## src/emsr_pkg.sv

```systemverilog
// Constants, types and helpers shared by the energy meter serial reporter
package emsr_pkg;
  localparam int CLK_HZ = 250_000_000;
  // -------------------------------------------------------------------------
  // Configuration word
  // -------------------------------------------------------------------------
  localparam logic [15:0] CFG_RESET = 16'h0105;
  localparam logic [7:0] ADDR_BCAST = 8'h00;
  localparam logic [1:0] FMT_N81 = 2'h0;
  localparam logic [1:0] FMT_E81 = 2'h1;
  localparam logic [1:0] FMT_O81 = 2'h2;
  localparam logic [1:0] FMT_N82 = 2'h3;
  localparam logic [3:0] BAUD_1200 = 4'h3;
  localparam logic [3:0] BAUD_2400 = 4'h4;
  localparam logic [3:0] BAUD_4800 = 4'h5;
  localparam logic [3:0] BAUD_9600 = 4'h6;
  localparam logic [17:0] DIV_1200 = 18'(CLK_HZ / 1200);
  localparam logic [17:0] DIV_2400 = 18'(CLK_HZ / 2400);
  localparam logic [17:0] DIV_4800 = 18'(CLK_HZ / 4800);
  localparam logic [17:0] DIV_9600 = 18'(CLK_HZ / 9600);
  // -------------------------------------------------------------------------
  // Protocol
  // -------------------------------------------------------------------------
  localparam logic [7:0] FC_READ = 8'h03;
  localparam logic [7:0] FC_WRITE = 8'h10;
  localparam logic [15:0] CRC_INIT = 16'hFFFF;
  localparam logic [15:0] CRC_POLY = 16'hA001;
  localparam logic [15:0] MAX_REGS = 16'h0008;
  localparam int RXB_DEPTH = 12;
  localparam logic [3:0] LEN_RD_REQ = 4'h8;
  localparam logic [3:0] LEN_WR_REQ = 4'hB;
  localparam logic [4:0] LEN_WR_RSP = 5'h08;
  localparam int GAP_BITS = 39;
  localparam logic [15:0] RA_MODEL1 = 16'h0000;
  localparam logic [15:0] RA_MODEL2 = 16'h0001;
  localparam logic [15:0] RA_VRANGE = 16'h0002;
  localparam logic [15:0] RA_IRANGE = 16'h0003;
  localparam logic [15:0] RA_CFG = 16'h0004;
  localparam logic [15:0] RA_VOLT = 16'h0048;
  localparam logic [15:0] RA_CURR = 16'h0049;
  localparam logic [15:0] RA_POWER = 16'h004A;
  localparam logic [15:0] RA_POS_HI = 16'h004B;
  localparam logic [15:0] RA_POS_LO = 16'h004C;
  localparam logic [15:0] RA_PF = 16'h004D;
  localparam logic [15:0] RA_NEG_HI = 16'h004E;
  localparam logic [15:0] RA_NEG_LO = 16'h004F;
  localparam logic [15:0] RA_DIR = 16'h0050;
  localparam logic [15:0] RA_FREQ = 16'h0051;
  // -------------------------------------------------------------------------
  // Timing
  // -------------------------------------------------------------------------
  localparam int UPDATE_MS = 1000;
  localparam int UPDATE_CYC = UPDATE_MS * (CLK_HZ / 1000);
  localparam int PULSE_NS = 80;
  localparam int PULSE_CYC = (PULSE_NS * (CLK_HZ / 1_000_000) + 999) / 1000;

  typedef struct packed {
    logic [15:0] volt;
    logic [15:0] curr;
    logic [15:0] power;
    logic [15:0] pf;
    logic [15:0] freq;
    logic neg;
  } emsr_meas_s;

  function automatic logic [17:0] emsr_div(input logic [3:0] code);
    case (code)
      BAUD_1200: return DIV_1200;
      BAUD_2400: return DIV_2400;
      BAUD_9600: return DIV_9600;
      default: return DIV_4800;
    endcase
  endfunction

  function automatic logic [15:0] emsr_crc(input logic [15:0] c, input logic [7:0] b);
    logic [15:0] r;
    r = c ^ {8'h00, b};
    for (int i = 0; i < 8; i++) begin
      r = r[0] ? ((r >> 1) ^ CRC_POLY) : (r >> 1);
    end
    return r;
  endfunction
endpackage

```

## src/emsr_top.sv

```systemverilog
// Energy meter serial reporter: serial responder, energy counters, pulse and LED
`timescale 1ns/100ps
// Behaviour
// - Serial link speaks Modbus RTU; this block is the addressed responder.
// - Transmit on the serial output, receive on the serial input, one channel.
// - Framing: 8N1, 8E1, 8O1 or 8N2.
// - Bit rate 1200, 2400, 4800 or 9600, same at both ends.
// - Bit rate is 4800 after reset until a configuration write.
// - Defaults: station 1, 8N1, ratio 1.
// - Reported values refresh once per 1000 ms update period.
// - Accumulated energy is a four-byte unsigned count.
// - Energy count is restored from and offered to non-volatile storage.
// - Accumulator wide enough not to wrap within ten years.
// - Indicator lit steadily, blinks with serial traffic.
// - Energy pulse output rests low, pulses per energy quantum.
// - Config high byte is station 1..255; zero is broadcast.
// - Config low byte bits 7:6 select framing 00/01/10/11.
// - Config low byte bits 3:0 select rate: 3,4,5,6.
module emsr_top #(
  parameter int UPDATE_CYC = emsr_pkg::UPDATE_CYC,
  parameter int DIV_SHIFT = 0,
  parameter logic [15:0] MODEL1_ID = 16'h0A0A, // Arbitrary value
  parameter logic [15:0] MODEL2_ID = 16'h0B0B, // Arbitrary value
  parameter logic [15:0] VRANGE = 16'h0001,
  parameter logic [15:0] IRANGE = 16'h0001
) (
  input wire logic clk_i,
  input wire logic rst_n_i,
  input wire logic ce_i,
  input wire logic rx_i,
  output logic tx_o,
  input wire emsr_pkg::emsr_meas_s meas_i,
  input wire logic energy_tick_i,
  input wire logic [31:0] nv_pos_i,
  input wire logic [31:0] nv_neg_i,
  output logic [31:0] nv_pos_o,
  output logic [31:0] nv_neg_o,
  output logic nv_save_o,
  output logic [15:0] cfg_o,
  output logic energy_pulse_o,
  output logic act_led_o
);
  typedef enum logic {ST_IDLE, ST_TX} emsr_st_e;

  // ---------------------------------------------------------------------------
  // State
  // ---------------------------------------------------------------------------
  emsr_st_e st;
  logic rx_m, rx_s;
  logic [15:0] cfg;
  logic [1:0] act_fmt;
  logic [3:0] act_baud;
  logic cfg_pend;
  logic rx_busy, rx_bad;
  logic [17:0] rx_cnt;
  logic [3:0] rx_bit, rx_n;
  logic [10:0] rx_sh;
  logic [23:0] gap_cnt;
  logic [15:0] rx_crc;
  logic [7:0] rxb [0:emsr_pkg::RXB_DEPTH-1];
  logic [7:0] rsp_addr, rsp_fc;
  logic [15:0] rsp_start;
  logic [3:0] rsp_qty;
  logic [4:0] rsp_len, tx_idx;
  logic tx_busy;
  logic [17:0] tx_cnt;
  logic [3:0] tx_bit;
  logic [10:0] tx_sh;
  logic [15:0] tx_crc;
  logic [31:0] pos_e, neg_e, snap_pos, snap_neg;
  emsr_pkg::emsr_meas_s snap;
  logic [27:0] upd_cnt;
  logic [4:0] pulse_cnt;
  logic nv_done;
  logic [15:0] rd_word;
  logic [7:0] tx_byte;

  // ---------------------------------------------------------------------------
  // Decode
  // ---------------------------------------------------------------------------
  // Bit times shrink by 2**DIV_SHIFT; zero keeps the true rates
  wire [17:0] div = emsr_pkg::emsr_div(act_baud) >> DIV_SHIFT;
  wire [3:0] nbits = (act_fmt == emsr_pkg::FMT_N81) ? 4'hA : 4'hB;
  wire par_en = act_fmt == emsr_pkg::FMT_E81 || act_fmt == emsr_pkg::FMT_O81;
  wire par_odd = act_fmt == emsr_pkg::FMT_O81;
  wire [23:0] gap_lim = 24'(div * emsr_pkg::GAP_BITS);
  wire rx_start = st == ST_IDLE && !rx_busy && !rx_s;
  wire rx_tick = rx_busy && rx_cnt == 18'h0_0000;
  wire rx_last = rx_tick && rx_bit == nbits - 4'h1;
  wire par_ok = !par_en || ((^rx_sh[9:1]) == par_odd);
  wire byte_ok = rx_s && par_ok && rx_n < 4'(emsr_pkg::RXB_DEPTH);
  wire frame_end = st == ST_IDLE && !rx_busy && rx_n != 4'h0 && gap_cnt == gap_lim;
  wire own = rxb[0] == cfg[15:8];
  wire bcast = rxb[0] == emsr_pkg::ADDR_BCAST;
  wire crc_ok = !rx_bad && rx_crc == 16'h0000;
  wire [15:0] q_start = {rxb[2], rxb[3]};
  wire [15:0] q_qty = {rxb[4], rxb[5]};
  wire [15:0] w_val = {rxb[7], rxb[8]};
  wire w_ok = w_val[15:8] != emsr_pkg::ADDR_BCAST && w_val[3:0] >= emsr_pkg::BAUD_1200 &&
              w_val[3:0] <= emsr_pkg::BAUD_9600;
  wire is_rd = rx_n == emsr_pkg::LEN_RD_REQ && rxb[1] == emsr_pkg::FC_READ &&
               q_qty != 16'h0000 && q_qty <= emsr_pkg::MAX_REGS;
  wire is_wr = rx_n == emsr_pkg::LEN_WR_REQ && rxb[1] == emsr_pkg::FC_WRITE &&
               q_start == emsr_pkg::RA_CFG && q_qty == 16'h0001 && rxb[6] == 8'h02 && w_ok;
  wire take = frame_end && crc_ok && (own || bcast) && (is_rd || is_wr);
  wire reply = take && own;
  wire tx_load = st == ST_TX && !tx_busy && tx_idx != rsp_len;
  wire tx_done = st == ST_TX && !tx_busy && tx_idx == rsp_len;
  wire [4:0] widx = tx_idx - 5'h03;
  wire [15:0] rd_addr = rsp_start + {12'h000, widx[4:1]};
  wire pbit = par_en ? ((^tx_byte) ^ par_odd) : 1'b1;

  always_comb begin
    case (rd_addr)
      emsr_pkg::RA_MODEL1: rd_word = MODEL1_ID;
      emsr_pkg::RA_MODEL2: rd_word = MODEL2_ID;
      emsr_pkg::RA_VRANGE: rd_word = VRANGE;
      emsr_pkg::RA_IRANGE: rd_word = IRANGE;
      emsr_pkg::RA_CFG: rd_word = cfg;
      emsr_pkg::RA_VOLT: rd_word = snap.volt;
      emsr_pkg::RA_CURR: rd_word = snap.curr;
      emsr_pkg::RA_POWER: rd_word = snap.power;
      emsr_pkg::RA_POS_HI: rd_word = snap_pos[31:16];
      emsr_pkg::RA_POS_LO: rd_word = snap_pos[15:0];
      emsr_pkg::RA_PF: rd_word = snap.pf;
      emsr_pkg::RA_NEG_HI: rd_word = snap_neg[31:16];
      emsr_pkg::RA_NEG_LO: rd_word = snap_neg[15:0];
      emsr_pkg::RA_DIR: rd_word = {15'h0000, snap.neg};
      emsr_pkg::RA_FREQ: rd_word = snap.freq;
      default: rd_word = 16'h0000;
    endcase
  end

  always_comb begin
    if (tx_idx == rsp_len - 5'h02) begin
      tx_byte = tx_crc[7:0];
    end else if (tx_idx == rsp_len - 5'h01) begin
      tx_byte = tx_crc[15:8];
    end else if (tx_idx == 5'h00) begin
      tx_byte = rsp_addr;
    end else if (tx_idx == 5'h01) begin
      tx_byte = rsp_fc;
    end else if (rsp_fc == emsr_pkg::FC_READ) begin
      tx_byte = (tx_idx == 5'h02) ? {3'h0, rsp_qty, 1'b0} :
                widx[0] ? rd_word[7:0] : rd_word[15:8];
    end else begin
      case (tx_idx)
        5'h02: tx_byte = rsp_start[15:8];
        5'h03: tx_byte = rsp_start[7:0];
        5'h04: tx_byte = 8'h00;
        default: tx_byte = 8'h01;
      endcase
    end
  end

  // ---------------------------------------------------------------------------
  // Input synchroniser and receiver
  // ---------------------------------------------------------------------------
  always_ff @(posedge clk_i or negedge rst_n_i) begin
    if (!rst_n_i) begin
      rx_m <= 1'b1;
      rx_s <= 1'b1;
    end else if (ce_i) begin
      rx_m <= rx_i;
      rx_s <= rx_m;
    end
  end

  // Receiver is deaf while replying: the link is half duplex
  always_ff @(posedge clk_i or negedge rst_n_i) begin
    if (!rst_n_i) begin
      rx_busy <= 1'b0;
      rx_cnt <= 18'h0_0000;
      rx_bit <= 4'h0;
      rx_sh <= 11'h000;
    end else if (ce_i) begin
      if (rx_start) begin
        rx_busy <= 1'b1;
        rx_cnt <= {1'b0, div[17:1]};
        rx_bit <= 4'h0;
      end else if (rx_tick) begin
        rx_cnt <= div - 18'h0_0001;
        rx_sh[rx_bit] <= rx_s;
        rx_bit <= rx_bit + 4'h1;
        if ((rx_bit == 4'h0 && rx_s) || rx_last) begin
          rx_busy <= 1'b0;
        end
      end else if (rx_busy) begin
        rx_cnt <= rx_cnt - 18'h0_0001;
      end
    end
  end

  always_ff @(posedge clk_i) begin
    if (ce_i && rx_last && byte_ok) begin
      rxb[rx_n] <= rx_sh[8:1];
    end
  end

  // ---------------------------------------------------------------------------
  // Frame handling and transmitter
  // ---------------------------------------------------------------------------
  always_ff @(posedge clk_i or negedge rst_n_i) begin
    if (!rst_n_i) begin
      st <= ST_IDLE;
      cfg <= emsr_pkg::CFG_RESET;
      act_fmt <= emsr_pkg::CFG_RESET[7:6];
      act_baud <= emsr_pkg::CFG_RESET[3:0];
      cfg_pend <= 1'b0;
      rx_n <= 4'h0;
      rx_bad <= 1'b0;
      rx_crc <= emsr_pkg::CRC_INIT;
      gap_cnt <= 24'h00_0000;
      rsp_addr <= 8'h00;
      rsp_fc <= 8'h00;
      rsp_start <= 16'h0000;
      rsp_qty <= 4'h0;
      rsp_len <= 5'h00;
      tx_idx <= 5'h00;
      tx_busy <= 1'b0;
      tx_cnt <= 18'h0_0000;
      tx_bit <= 4'h0;
      tx_sh <= 11'h7FF;
      tx_crc <= emsr_pkg::CRC_INIT;
      tx_o <= 1'b1;
    end else if (ce_i) begin
      tx_o <= tx_busy ? tx_sh[0] : 1'b1;
      gap_cnt <= (rx_busy || rx_start || frame_end) ? 24'h00_0000 :
                 (gap_cnt == gap_lim) ? gap_cnt : gap_cnt + 24'h00_0001;
      if (rx_last) begin
        if (byte_ok) begin
          rx_n <= rx_n + 4'h1;
          rx_crc <= emsr_pkg::emsr_crc(rx_crc, rx_sh[8:1]);
        end else begin
          rx_bad <= 1'b1;
        end
      end
      if (frame_end) begin
        rx_n <= 4'h0;
        rx_bad <= 1'b0;
        rx_crc <= emsr_pkg::CRC_INIT;
      end
      if (take && is_wr) begin
        cfg <= w_val;
        cfg_pend <= 1'b1;
      end
      if (reply) begin
        st <= ST_TX;
        rsp_addr <= rxb[0];
        rsp_fc <= rxb[1];
        rsp_start <= q_start;
        rsp_qty <= q_qty[3:0];
        rsp_len <= is_rd ? 5'(5 + 2 * q_qty[3:0]) : emsr_pkg::LEN_WR_RSP;
        tx_idx <= 5'h00;
        tx_crc <= emsr_pkg::CRC_INIT;
      end
      if (st == ST_IDLE && cfg_pend && !take) begin
        act_fmt <= cfg[7:6];
        act_baud <= cfg[3:0];
        cfg_pend <= 1'b0;
      end
      if (tx_done) begin
        st <= ST_IDLE;
      end
      if (tx_load) begin
        tx_sh <= {1'b1, pbit, tx_byte, 1'b0};
        tx_busy <= 1'b1;
        tx_cnt <= div - 18'h0_0001;
        tx_bit <= 4'h0;
        tx_idx <= tx_idx + 5'h01;
        if (tx_idx < rsp_len - 5'h02) begin
          tx_crc <= emsr_pkg::emsr_crc(tx_crc, tx_byte);
        end
      end else if (tx_busy) begin
        if (tx_cnt != 18'h0_0000) begin
          tx_cnt <= tx_cnt - 18'h0_0001;
        end else begin
          tx_cnt <= div - 18'h0_0001;
          tx_sh <= {1'b1, tx_sh[10:1]};
          tx_bit <= tx_bit + 4'h1;
          tx_busy <= tx_bit != nbits - 4'h1;
        end
      end
    end
  end

  // ---------------------------------------------------------------------------
  // Energy, snapshot, pulse and indicator
  // ---------------------------------------------------------------------------
  // 32 bits at one quantum per tick outlasts ten years at rated load
  always_ff @(posedge clk_i or negedge rst_n_i) begin
    if (!rst_n_i) begin
      nv_done <= 1'b0;
      pos_e <= 32'h0000_0000;
      neg_e <= 32'h0000_0000;
      nv_save_o <= 1'b0;
      snap <= '0;
      snap_pos <= 32'h0000_0000;
      snap_neg <= 32'h0000_0000;
      upd_cnt <= 28'h000_0000;
      pulse_cnt <= 5'h00;
      energy_pulse_o <= 1'b0;
      act_led_o <= 1'b0;
    end else if (ce_i) begin
      nv_done <= 1'b1;
      nv_save_o <= nv_done && energy_tick_i;
      if (!nv_done) begin
        pos_e <= nv_pos_i;
        neg_e <= nv_neg_i;
      end else if (energy_tick_i && meas_i.neg) begin
        neg_e <= neg_e + 32'h0000_0001;
      end else if (energy_tick_i) begin
        pos_e <= pos_e + 32'h0000_0001;
      end
      if (upd_cnt == 28'(UPDATE_CYC - 1)) begin
        upd_cnt <= 28'h000_0000;
        snap <= meas_i;
        snap_pos <= pos_e;
        snap_neg <= neg_e;
      end else begin
        upd_cnt <= upd_cnt + 28'h000_0001;
      end
      pulse_cnt <= energy_tick_i ? 5'(emsr_pkg::PULSE_CYC) :
                   (pulse_cnt != 5'h00) ? pulse_cnt - 5'h01 : 5'h00;
      energy_pulse_o <= pulse_cnt != 5'h00;
      act_led_o <= !(rx_busy || tx_busy) || (tx_o && rx_s);
    end
  end

  assign nv_pos_o = pos_e;
  assign nv_neg_o = neg_e;
  assign cfg_o = cfg;
endmodule

```

## config.mk

```make
export PLATFORM = sky130hd
export DESIGN_NAME = emsr_top
export DESIGN_NICKNAME = d
export VERILOG_FILES = /design/src/emsr_pkg.sv /design/src/emsr_top.sv
export SDC_FILE = /design/constraint.sdc
export NUM_CORES = 1
export LEC_CHECK = 0
export BUFFER_PORTS_ARGS = -buffer_cell sky130_fd_sc_hd__buf_2
export CAP_MARGIN = 20
export CORE_ASPECT_RATIO = 0.5
export CORE_MARGIN = 4
export CORE_UTILIZATION = 60
export DETAILED_ROUTE_END_ITERATION = 6
export PLACE_DENSITY_LB_ADDON = 0.08
export SYNTH_ARGS = -nofsm -noshare
export SYNTH_HDL_FRONTEND = slang
export SYNTH_SLANG_ARGS = --single-unit
```

## constraint.sdc

```tcl
create_clock -name clk_i -period 10.4 [get_ports clk_i]
set_input_delay 2.08 -clock clk_i [delete_from_list [all_inputs] [get_ports clk_i]]
set_output_delay 2.08 -clock clk_i [all_outputs]
set_load 0.02 [all_outputs]
```

==> results_dict.tcl <==
set metrics [dict create \
    drt-initial-drc-count 2354 \
    min_to "tx_sh[0]$_DFFE_PN1P_" \
    core-area_mm2 0.0485 \
    drive_gt1_share_pct 22.1 \
    synth_warnings 0 \
    regToRegEndpoint "rx_crc[8]$_DFFE_PN1P_" \
    seq_area_mm2 0.0134 \
    fillers 3909 \
    skew_ns 0.0218 \
    gp_congestion 0.939 \
    fin_crit_sh_pct 72.7 \
    die_area_mm2 0.0528 \
    grt_setup_unrepaired "no" \
    clock-sinks 517 \
    viasPerCell 6.31 \
    clk_path_buf_depth 3 \
    worst-path-max-fanout 20 \
    dpl_cell_area_mm2 0.0310 \
    maxSlewHeadroom_pct 31.5 \
    clkLatencyLatePin_ns 0.59 \
    hp-class "flop to flop" \
    async_reset_ff_share_pct 86.1 \
    avgSynthCellArea_um2 10.2 \
    drt-pass1-iter-count 6 \
    timing.hold.ws_ns 0.471 \
    hpwlAfterDp_um 58600 \
    crit_chain "nor2b_1 > nand2_1 > o21ai_0 > nor2b_1 > inv_1 > fa_1 > xnor2_1 > fa_1 > ha_1 > a21oi_1 > o2111ai_1 > a221o_1 > a2111oi_4 > o211ai_1 > nor2_1 > or4b_1 > and4bb_1 > nand2_1 > or4_4 > nor2_2 > nor3_1 > a21oi_1" \
    numCtsBuffers 47 \
    startpoint_type "flop" \
    place_inst 3646 \
    finalHoldViolations 0 \
    synth_area_mm2 0.0294 \
    critical-path-top-delay-family "simple AND/OR/NAND/NOR gates" \
    r2r_start "act_baud[0]$_DFFE_PN1P_" \
    vias 23600 \
    rows 57 \
    tightestPinTransition_ns 1.02 \
    finalNonFillerCells 3743 \
    yosys.cell_types.count 120 \
    root_buffer "clkbuf_16" \
    cts_resized 0 \
    hp-start "tx_sh[1]$_DFFE_PN1P_" \
    htree_num_levels 2 \
    synth_top_flop_cell "dfrtp_1" \
    p_leak_nw 14.5 \
    path_clk_slew_ns 0.07 \
    ys_ff_latch 517 \
    portBuffers 233 \
    hold_depth 2 \
    cts.hold.buffers_added 0 \
    synth_edf_count 72 \
    grt_use_total_pct 30.4 \
    antenna_left 0 \
    synth.net_count 3127 \
    max_cap_viol_count 0 \
    cp_slowest_cell "nor2_2" \
    antenna_found_initial 3 \
    final_area_mm2 0.0325 \
    worstPathRequired_ns 10.91 \
    cp-end-kind "flop" \
    ff2ff_setup_slack_ns 2.84 \
    die_h_um 165 \
    crit_type "flop to flop" \
    cp.buffers_inverters 1 \
    gr-total-overflow 0 \
    crit_arrival_ns 8.07 \
    slew_viol_final 0 \
    routedWlPerCell_um 21.9 \
    grt_max_degree 155 \
    outcome "complete, no violations" \
    period_minus_slack_ns 7.56 \
    drc_errors 0 \
    setup_tns_ns 0 \
    r2r_cells 22 \
    finalSetupViolations 0 \
    routed_wirelength_um 82000 \
    multiInputGateArea_mm2 0.0150 \
    start_util_pct 60.6 \
    clock.fmax_ghz 0.132 \
    grt_pass1_vias 22600 \
    synth_cells 2889 \
    worst_path_largest_cell_delay_ns 0.73 \
    post-cts-setup-buffers 0 \
    layout.nets 3290 \
    die_x_um 321 \
    cts_tree "done" \
    area_growth_pct 10.7 \
    grt_pass1_wl_um 127000 \
    ir_drop_mv 0.101 \
    ys_seq_area_share_pct 45.5 \
    power-per-cell-area_mw_per_mm2 132 \
    io_pins 234 \
]
## final cells by class
cell class	instances	area share, %
clock buffer	66	4.08
tap	649	2.50
inverter	81	0.973
timing repair buffer	270	4.62
antenna	4	0.0308
multi-input combinational	2135	46.2
sequential	517	41.1
clock inverter	21	0.573
## power by group
part           switching [W]  internal (W)
registers          0.0000784       0.00211
clock network       0.000798      0.000949
logic               0.000229      0.000149
total                0.00111       0.00320
## flip-flops by register name, summed over array words and instances (netlist names), 5 cells and up
name / flops
snap: 81
rxb: 72
nv_neg_o: 32
nv_pos_o: 32
snap_neg: 32
snap_pos: 32
upd_cnt: 28
gap_cnt: 24
rx_cnt: 18
tx_cnt: 18
cfg_o: 16
rsp_start: 16
rx_crc: 16
tx_crc: 16
tx_sh: 10
rx_sh: 9
rsp_addr: 8
rsp_fc: 8
pulse_cnt: 5
rsp_len: 5
tx_idx: 5
## per-layer routing
layer | share of wire, % | wire, um | GRT usage (%) | vias to the layer above
met5 | 0 | 0 | 0 | -
met4 | 3.6 | 2950 | 11.2 | 0
met3 | 6.2 | 5110 | 4.35 | 166
met2 | 46 | 38000 | 49.4 | 805
met1 | 44 | 35900 | 42.2 | 11700
li1 | - | - | - | 11000
## stage by stage
stage,util (%),setup slack [ns],total power [W]
after floorplan,-,3.82,0.00243
after global placement,63.8,2.57,0.00259
after detailed placement,63.8,2.41,0.00260
after CTS,67.0,2.34,0.00433
after global routing,67.1,2.29,0.00447
final,67.1,2.84,0.00431
## cell usage after synthesis (26+ instances only)
| library cell | instances | area (um^2) |
|---|---|---|
| a31oi_1 | 33 | 206 |
| nand4_1 | 49 | 307 |
| a22oi_1 | 31 | 233 |
| xnor2_1 | 100 | 876 |
| ha_1 | 75 | 938 |
| and3_1 | 52 | 325 |
| o21ai_0 | 190 | 951 |
| nor3_1 | 75 | 375 |
| nor2_1 | 201 | 754 |
| nor4_1 | 31 | 194 |
| inv_1 | 76 | 285 |
| a21o_1 | 29 | 218 |
| o22ai_1 | 59 | 369 |
| xor2_1 | 74 | 648 |
| clkbuf_1 | 117 | 439 |
| nand2_1 | 233 | 875 |
| nand3_1 | 106 | 531 |
| mux2i_1 | 26 | 260 |
| dfstp_2 | 50 | 1310 |
| or3_1 | 26 | 163 |
| a21oi_1 | 163 | 816 |
| dfrtp_1 | 395 | 9880 |
| mux2_2 | 178 | 2000 |
| and2_1 | 26 | 163 |
| edfxtp_1 | 72 | 2160 |
| mux2_4 | 35 | 526 |
## worst register-to-register path: stages (launching register included)
cell and delay, ns:
dfstp_2 0.60, nor2b_1 0.28, nand2_1 0.08, o21ai_0 0.08, nor2b_1 0.52, inv_1 0.48
fa_1 0.59, xnor2_1 0.24, fa_1 0.45, ha_1 0.36, a21oi_1 0.49, o2111ai_1 0.19
a221o_1 0.33, a2111oi_4 0.35, o211ai_1 0.16, nor2_1 0.10, or4b_1 0.42, and4bb_1 0.26
nand2_1 0.06, or4_4 0.44, nor2_2 0.73, nor3_1 0.13, a21oi_1 0.17
## kinds of logic (layout without fill, tap and decap cells)
kind of cell    after synthesis  after routing  share of synthesized area (%)
other cells                   2              6                         0.0256
flops                       517            517                           45.5
xor+xnor                    176            176                           5.36
mux                         248            248                           10.2
simple gates                928            928                           16.2
fa+ha+maj                    88             88                           4.08
buf+inv                     237            438                           3.61
compound gates              693            693                           15.2
## layout by cell type, fill, tap and decap left out, types with 30 or more instances in the layout
cell type	instances
a21oi_1	162
a22oi_1	31
a31oi_1	33
and3_1	52
buf_2	232
buf_4	30
clkbuf_16	48
dfrtp_1	394
dfstp_2	50
edfxtp_1	72
ha_1	75
inv_1	76
mux2_2	178
mux2_4	35
nand2_1	233
nand3_1	106
nand4_1	49
nor2_1	200
nor3_1	74
nor4_1	30
o21ai_0	190
o22ai_1	59
xnor2_1	100
xor2_1	73
## worst max-delay path by stage
stage,from,slack [ns],endpoint,cells past startpoint
6_report,act_baud[0]$_DFFE_PN1P_,2.84,rx_crc[8]$_DFFE_PN1P_,22
5_1_grt,act_baud[0]$_DFFE_PN1P_,2.29,rx_crc[13]$_DFFE_PN1P_,22
4_1_cts,act_baud[0]$_DFFE_PN1P_,2.34,rsp_len[2]$_DFFE_PN0P_,21
3_5_place_dp,act_baud[0]$_DFFE_PN1P_,2.41,rsp_len[2]$_DFFE_PN0P_,21
3_3_place_gp,act_baud[0]$_DFFE_PN1P_,2.57,rsp_len[2]$_DFFE_PN0P_,21
2_1_floorplan,act_baud[1]$_DFFE_PN0P_,3.82,act_baud[1]$_DFFE_PN0P_,22
Note: power is estimated with default switching activity, not from simulation.
